--- src/verilog/tff_pkg.sv ---
// Package with register map, field positions, reset values and prescaler constants of the timer flip-flop block.
package tff_pkg;
	// Register byte offsets.
	localparam logic [7:0] OFS_MODE = 8'h00;
	localparam logic [7:0] OFS_FFCTL = 8'h04;
	localparam logic [7:0] OFS_FLAGS = 8'h08;
	localparam logic [7:0] OFS_IRQ_EN = 8'h0c;
	localparam logic [7:0] OFS_RUN = 8'h10;
	localparam logic [7:0] OFS_CMP0 = 8'h14;
	localparam logic [7:0] OFS_CMP1 = 8'h18;
	localparam logic [7:0] OFS_COUNT = 8'h1c;

	// Mode register fields.
	localparam int MODE_SRC_LSB = 0;
	localparam int MODE_CLR_BIT = 2;
	localparam int MODE_W = 7;
	localparam logic [6:0] MODE_RST = 7'h20;

	// Count source codes.
	localparam logic [1:0] SRC_PIN = 2'h0;
	localparam logic [1:0] SRC_TAP1 = 2'h1;
	localparam logic [1:0] SRC_TAP4 = 2'h2;
	localparam logic [1:0] SRC_TAP16 = 2'h3;

	// Flip-flop control fields.
	localparam int FF_CMD_LSB = 0;
	localparam int FF_TOG_CMP0 = 2;
	localparam int FF_TOG_CMP1 = 3;
	localparam int FF_TOG_CAP0 = 4;
	localparam int FF_TOG_CAP1 = 5;
	localparam logic [1:0] FF_CMD_INVERT = 2'h0;
	localparam logic [1:0] FF_CMD_SET = 2'h1;
	localparam logic [1:0] FF_CMD_CLEAR = 2'h2;
	localparam logic [1:0] FF_CMD_NONE = 2'h3;
	localparam logic [3:0] FF_TOG_RST = 4'h0;
	localparam logic [1:0] FF_HIGH_BITS = 2'h3;

	// Event flag positions.
	localparam int FLAG_CMP0 = 0;
	localparam int FLAG_CMP1 = 1;
	localparam int FLAG_OVF = 2;
	localparam int FLAG_W = 3;

	// Prescaler: the first tap pulses every 2 clocks, then 8 and 32 clocks.
	localparam int PRESC_W = 5;
	localparam logic [4:0] TAP1_MASK = 5'h01;
	localparam logic [4:0] TAP4_MASK = 5'h07;
	localparam logic [4:0] TAP16_MASK = 5'h1f;

	localparam int CNT_W = 16;
endpackage

--- src/verilog/tff_timer.sv ---
// Timer channel with mode register, output flip-flop control and read-clear event flags on classic Wishbone.
//
// Implementation choices: the address map and the Wishbone interface to the registers.
`timescale 1ns/1ps
// Functional notes
// (RQ1) With clear enable set, a compare-1 match resets the counter; otherwise never.
// (RQ2) Source code 00 pin, 01 first tap, 10 divide-by-4, 11 divide-by-16.
// (RQ3) Capture-1 latch toggles the flip-flop when its enable bit 5 is set.
// (RQ4) Capture-0 latch toggles the flip-flop when its enable bit 4 is set.
// (RQ5) Compare-1 match toggles the flip-flop when enable bit 3 is set.
// (RQ6) Compare-0 match toggles the flip-flop when enable bit 2 is set.
// (RQ7) Writing command 00 inverts the flip-flop at once.
// (RQ8) Command 01 sets the flip-flop, command 10 clears it.
// (RQ9) Command 11 does nothing; the command field always reads 11.
// (RQ10) Software changes flip-flop control only while the channel is stopped.
// (RQ11) Software writes mode bit 6 as 0, bit 5 as 1, bits 4-3 as 00.
// (RQ12) Sixteen-bit counter advances once per selected source edge while running.
// (RQ13) Overflow sets the overflow flag; compare matches set their match flags.
// (RQ14) Reading the flag register clears the flags; nothing else clears them.
// (RQ15) Flags set regardless of mask; only enabled flags raise the interrupt.
// (RQ16) Each compare register holds sixteen bits compared continuously with the counter; the code compares only on a count edge while running.
module tff_timer #(
	parameter int ADDR_W = 8
) (
	input wire logic clk_i,
	input wire logic rst_i,
	input wire logic wb_cyc_i,
	input wire logic wb_stb_i,
	input wire logic wb_we_i,
	input wire logic [ADDR_W-1:0] wb_adr_i,
	input wire logic [3:0] wb_sel_i,
	input wire logic [31:0] wb_dat_i,
	output logic [31:0] wb_dat_o,
	output logic wb_ack_o,
	input wire logic external_count_pin_i,
	input wire logic capture0_event_i,
	input wire logic capture1_event_i,
	output logic timer_output_flipflop_o,
	output logic irq_o
);

	// The address must reach the highest register offset.
	if (ADDR_W < 8)
	begin : g_addr_check
		$error("ADDR_W must be at least 8.");
	end

	// The toggle enables must sit in bits 5 to 2, above the command field.
	if (tff_pkg::FF_TOG_CAP1 - tff_pkg::FF_TOG_CMP0 != 3 || tff_pkg::FF_TOG_CMP0 != 2)
	begin : g_toggle_check
		$error("Toggle enable fields must be bits 5 to 2.");
	end

	// The prescaler must be wide enough for the divide-by-16 tap.
	if (tff_pkg::PRESC_W < 5)
	begin : g_presc_check
		$error("Prescaler must reach the divide-by-16 tap.");
	end

	// The flag register holds exactly the two match flags and the overflow flag.
	if (tff_pkg::FLAG_W != 3)
	begin : g_flag_check
		$error("Three event flags are expected.");
	end

	// The mode register holds source and clear enable within byte lane 0.
	if (tff_pkg::MODE_W < 3 || tff_pkg::MODE_W > 8)
	begin : g_mode_check
		$error("Mode register must fit in one byte.");
	end

	// The counter and both compare registers are sixteen bits wide.
	if (tff_pkg::CNT_W != 16)
	begin : g_count_check
		$error("Counter width must be 16.");
	end

	typedef struct packed {
		logic ack;
		logic [31:0] rdata;
		logic [tff_pkg::MODE_W-1:0] mode;
		logic [3:0] toggle_en;
		logic flipflop;
		logic [tff_pkg::FLAG_W-1:0] flags;
		logic [tff_pkg::FLAG_W-1:0] irq_en;
		logic irq;
		logic run;
		logic [tff_pkg::CNT_W-1:0] cmp0;
		logic [tff_pkg::CNT_W-1:0] cmp1;
		logic [tff_pkg::CNT_W-1:0] count;
		logic [tff_pkg::PRESC_W-1:0] presc;
		logic [2:0] pin_sync;
		logic pin_level;
	} tff_state_s;

	tff_state_s s_q;
	tff_state_s s_d;

	logic req;
	logic wr;
	logic rd;
	logic [7:0] adr;
	logic [15:0] wmask;
	logic tick;
	logic pin_rise;
	logic match0;
	logic match1;
	logic ovf;
	logic toggle;
	logic [1:0] src;
	logic [1:0] cmd;
	logic [tff_pkg::FLAG_W-1:0] ev;
	logic [3:0] tog_src;
	logic [tff_pkg::FLAG_W-1:0] irq_pend;

	assign wmask = {{8{wb_sel_i[1]}}, {8{wb_sel_i[0]}}};

	always_comb
	begin
		s_d = s_q;
		req = wb_cyc_i && wb_stb_i && !s_q.ack;
		wr = req && wb_we_i;
		rd = req && !wb_we_i;
		adr = {wb_adr_i[7:2], 2'h0};
		src = s_q.mode[tff_pkg::MODE_SRC_LSB +: 2];
		cmd = wb_dat_i[tff_pkg::FF_CMD_LSB +: 2];

		// External pin passes three flops; a rising change counts once the last two agree.
		s_d.pin_sync = {s_q.pin_sync[1:0], external_count_pin_i};
		pin_rise = 1'b0;
		if (s_q.pin_sync[2] == s_q.pin_sync[1])
		begin
			s_d.pin_level = s_q.pin_sync[2];
			pin_rise = s_q.pin_sync[2] && !s_q.pin_level;
		end

		// Free running prescaler supplies the three internal taps.
		s_d.presc = s_q.presc + 1'b1;
		case (src) // RQ2
			tff_pkg::SRC_PIN:
			begin
				tick = pin_rise;
			end
			tff_pkg::SRC_TAP1:
			begin
				tick = (s_q.presc & tff_pkg::TAP1_MASK) == tff_pkg::TAP1_MASK;
			end
			tff_pkg::SRC_TAP4:
			begin
				tick = (s_q.presc & tff_pkg::TAP4_MASK) == tff_pkg::TAP4_MASK;
			end
			tff_pkg::SRC_TAP16:
			begin
				tick = (s_q.presc & tff_pkg::TAP16_MASK) == tff_pkg::TAP16_MASK;
			end
			default:
			begin
				tick = 1'b0;
			end
		endcase
		tick = tick && s_q.run;

		// Matches and overflow are events of the count edge.
		match0 = tick && (s_q.count == s_q.cmp0); // RQ16
		match1 = tick && (s_q.count == s_q.cmp1); // RQ16
		ovf = tick && (s_q.count == {tff_pkg::CNT_W{1'b1}});
		if (match1 && s_q.mode[tff_pkg::MODE_CLR_BIT]) // RQ1
		begin
			s_d.count = '0;
			ovf = 1'b0;
		end
		else if (tick)
		begin
			s_d.count = s_q.count + 1'b1; // RQ12
		end

		// Hardware toggle sources; several in one cycle toggle once.
		tog_src = '0;
		tog_src[tff_pkg::FF_TOG_CMP0 - 2] = match0; // RQ6
		tog_src[tff_pkg::FF_TOG_CMP1 - 2] = match1; // RQ5
		tog_src[tff_pkg::FF_TOG_CAP0 - 2] = capture0_event_i; // RQ4
		tog_src[tff_pkg::FF_TOG_CAP1 - 2] = capture1_event_i; // RQ3
		toggle = |(tog_src & s_q.toggle_en);
		if (toggle)
		begin
			s_d.flipflop = !s_q.flipflop;
		end

		// Read data, captured before any read side effect.
		s_d.ack = req;
		s_d.rdata = '0;
		if (rd)
		begin
			case (adr)
				tff_pkg::OFS_MODE:
				begin
					s_d.rdata[tff_pkg::MODE_W-1:0] = s_q.mode;
				end
				tff_pkg::OFS_FFCTL:
				begin
					s_d.rdata[7:0] = {tff_pkg::FF_HIGH_BITS, s_q.toggle_en, tff_pkg::FF_CMD_NONE}; // RQ9
				end
				tff_pkg::OFS_FLAGS:
				begin
					s_d.rdata[tff_pkg::FLAG_W-1:0] = s_q.flags;
				end
				tff_pkg::OFS_IRQ_EN:
				begin
					s_d.rdata[tff_pkg::FLAG_W-1:0] = s_q.irq_en;
				end
				tff_pkg::OFS_RUN:
				begin
					s_d.rdata[0] = s_q.run;
				end
				tff_pkg::OFS_CMP0:
				begin
					s_d.rdata[tff_pkg::CNT_W-1:0] = s_q.cmp0;
				end
				tff_pkg::OFS_CMP1:
				begin
					s_d.rdata[tff_pkg::CNT_W-1:0] = s_q.cmp1;
				end
				tff_pkg::OFS_COUNT:
				begin
					s_d.rdata[tff_pkg::CNT_W-1:0] = s_q.count;
				end
				default:
				begin
					s_d.rdata = '0;
				end
			endcase
		end

		// Register writes honour byte lanes.
		if (wr)
		begin
			case (adr)
				tff_pkg::OFS_MODE:
				begin
					if (wb_sel_i[0])
					begin
						s_d.mode = wb_dat_i[tff_pkg::MODE_W-1:0];
					end
				end

				tff_pkg::OFS_FFCTL:
				begin
					if (wb_sel_i[0])
					begin
						s_d.toggle_en = wb_dat_i[tff_pkg::FF_TOG_CAP1:tff_pkg::FF_TOG_CMP0];
						case (cmd)
							tff_pkg::FF_CMD_INVERT:
							begin
								s_d.flipflop = !s_q.flipflop; // RQ7
							end
							tff_pkg::FF_CMD_SET:
							begin
								s_d.flipflop = 1'b1; // RQ8
							end
							tff_pkg::FF_CMD_CLEAR:
							begin
								s_d.flipflop = 1'b0; // RQ8
							end
							tff_pkg::FF_CMD_NONE:
							begin
								s_d.flipflop = s_d.flipflop; // RQ9
							end
							default:
							begin
								s_d.flipflop = s_d.flipflop;
							end
						endcase
					end
				end

				tff_pkg::OFS_IRQ_EN:
				begin
					if (wb_sel_i[0])
					begin
						s_d.irq_en = wb_dat_i[tff_pkg::FLAG_W-1:0];
					end
				end

				tff_pkg::OFS_RUN:
				begin
					if (wb_sel_i[0])
					begin
						s_d.run = wb_dat_i[0];
					end
				end

				tff_pkg::OFS_CMP0:
				begin
					s_d.cmp0 = (s_q.cmp0 & ~wmask[15:0]) | (wb_dat_i[15:0] & wmask[15:0]);
				end
				tff_pkg::OFS_CMP1:
				begin
					s_d.cmp1 = (s_q.cmp1 & ~wmask[15:0]) | (wb_dat_i[15:0] & wmask[15:0]);
				end

				default:
				begin
					s_d.run = s_d.run;
				end
			endcase
		end

		// Sticky flags: a read clears them, a new event in the same cycle wins.
		ev = '0;
		ev[tff_pkg::FLAG_CMP0] = match0; // RQ13
		ev[tff_pkg::FLAG_CMP1] = match1; // RQ13
		ev[tff_pkg::FLAG_OVF] = ovf; // RQ13
		for (int i = 0; i < tff_pkg::FLAG_W; i++)
		begin
			if (ev[i]) // RQ15
			begin
				s_d.flags[i] = 1'b1;
			end
			else if (rd && adr == tff_pkg::OFS_FLAGS) // RQ14
			begin
				s_d.flags[i] = 1'b0;
			end
		end
		// Level interrupt from the enabled flags only.
		irq_pend = s_d.flags & s_d.irq_en;
		s_d.irq = |irq_pend; // RQ15
	end

	always_ff @(posedge clk_i)
	begin
		if (rst_i)
		begin
			s_q <= '0;
			s_q.mode <= tff_pkg::MODE_RST;
			s_q.toggle_en <= tff_pkg::FF_TOG_RST;
		end
		else
		begin
			s_q <= s_d;
		end
	end

	// Every output comes straight from the state flops.
	assign wb_ack_o = s_q.ack;
	assign wb_dat_o = s_q.rdata;
	assign timer_output_flipflop_o = s_q.flipflop;
	assign irq_o = s_q.irq;

endmodule
--- config.mk ---
export PLATFORM = sky130hd
export DESIGN_NAME = tff_timer
export DESIGN_NICKNAME = d
export VERILOG_FILES = /design/src/verilog/tff_pkg.sv /design/src/verilog/tff_timer.sv
export SDC_FILE = /design/constraint.sdc
export NUM_CORES = 1
export LEC_CHECK = 0
export ABC_AREA = 1
export BUFFER_PORTS_ARGS = -buffer_cell sky130_fd_sc_hd__buf_2
export CORE_MARGIN = 8
export CORE_UTILIZATION = 60
export CTS_BUF_LIST = sky130_fd_sc_hd__clkbuf_16
export DETAILED_ROUTE_END_ITERATION = 6
export PLACE_DENSITY = 0.88
export SETUP_SLACK_MARGIN = 0.5
export SLEW_MARGIN = 10
export SYNTH_ARGS = -nofsm -noshare
export SYNTH_HDL_FRONTEND = slang
export SYNTH_SLANG_ARGS = --single-unit
--- constraint.sdc ---
create_clock -name clk_i -period 6.08 [get_ports clk_i]
set_input_delay 0.608 -clock clk_i [delete_from_list [all_inputs] [get_ports clk_i]]
set_output_delay 0.608 -clock clk_i [all_outputs]
set_load 0.03 [all_outputs]
==> metrics <==
Worst Reg2Reg Path Length in Cells=11; syn avg cell area=7.184 um^2; GR Layer Usage met1=27.67%; Fin Clk Skew=0.006068 ns; CP Max Fanout=13; CP max-delay cell=nand4_1; Logic pwr share=4.6%; Setup Buffers After CTS=0; DRC viols=0; GRT Total Usage=22.54%; fin area=5189 um^2; Die Ht=105.3 um; Rows=32; final core occ=67.15%; Worst Hold End=s_d[3]; VDD IR max=145.1 uV; initial antenna violation count=0; ANT nets after route=0; final slew viol count=0; Placement Cell Area=4898 um^2; Area contributors post-synth=dfxtp_1, nand2_1, inv_1; HP Class=reg2reg; IO Pins=87; min-delay src=s_d[2]; status=finished clean; die width=105.3 um; CP Data Arrival Time=2.99 ns; first-pass GRT wire length=20,520 um; mapped cell area=4785 um^2; maxcap violations=0; GR Util met3=6.273%; Setup TNS=0 ns; fmax=0.3672 GHz; root buf cell=clkbuf_16; Initial DRC Count=433; core area=7727 um^2; Crit Reg-Reg Startpoint=s_q[4]; most common cell in the netlist=nand2_1; Critical path buffers and inverters=2; Synth cell types=43; Most Crowded Layer GR=met2; Net Sw Power=0.2875 mW; power per cell area=238.0 nW/um^2; max incr delay on CP=0.65 ns; slew at the pin closest to its max-slew limit=0.9097 ns; RSZ-0062 raised after global routing=no; synth warn=0; gp weighted congestion=0.8830; Detail Placement HPWL=9009 um; WL per Instance=15.57 um; Non-Filler Instances=801; Syn Inst Count=666; Layout area overhead=8.447%; max-slew headroom at the worst pin=39.02%; switching share of power=23.28%; Flop pwr share=50.3%; pre-CTS setup slack=3.167 ns; TritonRoute pass-1 iters=5; # placed instances=785; met2 GRT Util=35.34%; crit start category=input port; Clock Sinks=94; Seq cells post-synth=94; commonest cells in the synthesized netlist=nand2_1, inv_1, dfxtp_1; Final Hold Vio Count=0; vias in the first global route=4,363; critical path, cell by cell=buf_2 > nor2_4 > nand4_1 > inv_1 > nor3_1 > nor2_1 > a31oi_1 > a41oi_1; hold buffer count at CTS=0; Vias/cell=5.583; Final Setup Violations=0; # H-tree levels=3; Synth top area share=39.33%; clock share of power=45.1%; Multi-input gate area=2253 um^2; area leader, netlist=dfxtp_1; kind of critical path=in2reg; period utilization=44.79%; Initial Utilization=61.92%; Via Count=4,472; register-to-register setup slack=3.60 ns; # diodes=0; GRT overflow=0; CP required=6.35 ns; Reg clk slew, reported paths=0.06 ns; Primary FF master, synth=dfxtp_1; register area share after synthesis=39.33%; hold depth=2; largest net degree at the start of global routing=34; Min Clock Period, post-route=2.723 ns; final hold slack=0.4012 ns; Post-CTS Resized=0; maximum root-to-sink buffer count=2; share of layout cells above drive strength 1=12.16%; total chip power=1.235 mW; Leak Pwr=2.278 nW; CP Capture Type=flop; Post-Route WL=12,470 um; Layout Nets=750; Crit Reg-Reg Endpoint=s_q[13]; Crit path max-delay family=simple AND/OR/NAND/NOR gates; CTS tree=built; port buffer count=50; Async S/R FF share, synth=0%; number of flops mapped to enable cells by yosys=0; Pint=0.9476 mW; Die Area=11,090 um^2; Clk Latency, worst-skew pair=0.35 ns; fill count=677; Reg area=1882 um^2; Num CTS Buffers=9; post-route setup slack=3.357 ns
-- tightest hold or removal path: cells and delay by family, from the launching register on --
| kind | cells | cell delay, ns |
|---|---|---|
| buf+inv | 1 | 0.04 |
| flops | 1 | 0.30 |
| simple gates | 1 | 0.03 |
-- area by class of cell --
class,count,area share (%)
Inverter,102,7.427
Tap cell,102,2.460
Timing Repair Buffer,50,4.823
Clock inverter,7,1.254
Multi-Input combinational cell,437,43.43
Sequential cell,94,36.27
Clock buffer,9,4.340
-- placed cells by master, fill, tap and decap left out, types with 3 or more instances in the layout --
| cell type | Yosys | final |
|---|---|---|
| inv_1 | 99 | 99 |
| buf_2 | 7 | 50 |
| conb_1 | 1 | 16 |
| a211oi_1 | 20 | 20 |
| nand3_1 | 19 | 19 |
| o221ai_1 | 5 | 5 |
| nor2_4 | 4 | 4 |
| nor3_1 | 8 | 8 |
| ha_1 | 4 | 4 |
| nand4_1 | 12 | 12 |
| nand2_1 | 121 | 121 |
| xor2_1 | 13 | 13 |
| nor3b_1 | 3 | 3 |
| o21ai_0 | 41 | 41 |
| nor2_1 | 83 | 83 |
| dfxtp_1 | 94 | 94 |
| clkbuf_16 | 0 | 9 |
| a21oi_1 | 44 | 44 |
| nor3_2 | 4 | 4 |
| xnor2_1 | 4 | 4 |
| a221oi_1 | 4 | 4 |
| o22ai_1 | 10 | 10 |
| nand3_2 | 3 | 3 |
| clkinvlp_4 | 0 | 3 |
-- power by group through the flow --
stage          clock network [mW]  registers, mW  logic, mW
5_1_grt                     0.588          0.621     0.0626
6_report                    0.557          0.621     0.0573
3_3_place_gp                    0          0.635     0.0544
2_1_floorplan                   0          0.635     0.0443
4_1_cts                     0.557          0.621     0.0562
3_5_place_dp                    0          0.635     0.0559
-- cell families after synthesis --
| logic type | after synthesis | synth area share [%] |
|---|---|---|
| fa+ha+maj | 4 | 1.046 |
| buf+inv | 150 | 14.75 |
| simple gates | 267 | 25.05 |
| other cells | 1 | 0.07838 |
| xor+xnor | 17 | 3.112 |
| compound gates | 133 | 16.63 |
| flops | 94 | 39.33 |
-- layer usage --
| layer | wire length (um) | share of wire, % |
|---|---|---|
| met4 | 309 | 2.5 |
| met2 | 5768 | 46 |
| met5 | 0 | 0 |
| met1 | 5218 | 42 |
| met3 | 1175 | 9.4 |
-- worst max-delay path by stage --
stage               cells after the start         from          end
floorplan                              15       s_q[4]      s_q[22]
global placement                        8  wb_adr_i[7]  wb_dat_o[1]
detailed placement                      8  wb_adr_i[7]  wb_dat_o[1]
CTS                                     8  wb_adr_i[7]  wb_dat_o[1]
global route                            8  wb_adr_i[7]  wb_dat_o[1]
finish                                  8  wb_adr_i[7]  wb_dat_o[1]
Note: power is estimated with default switching activity, not from simulation.
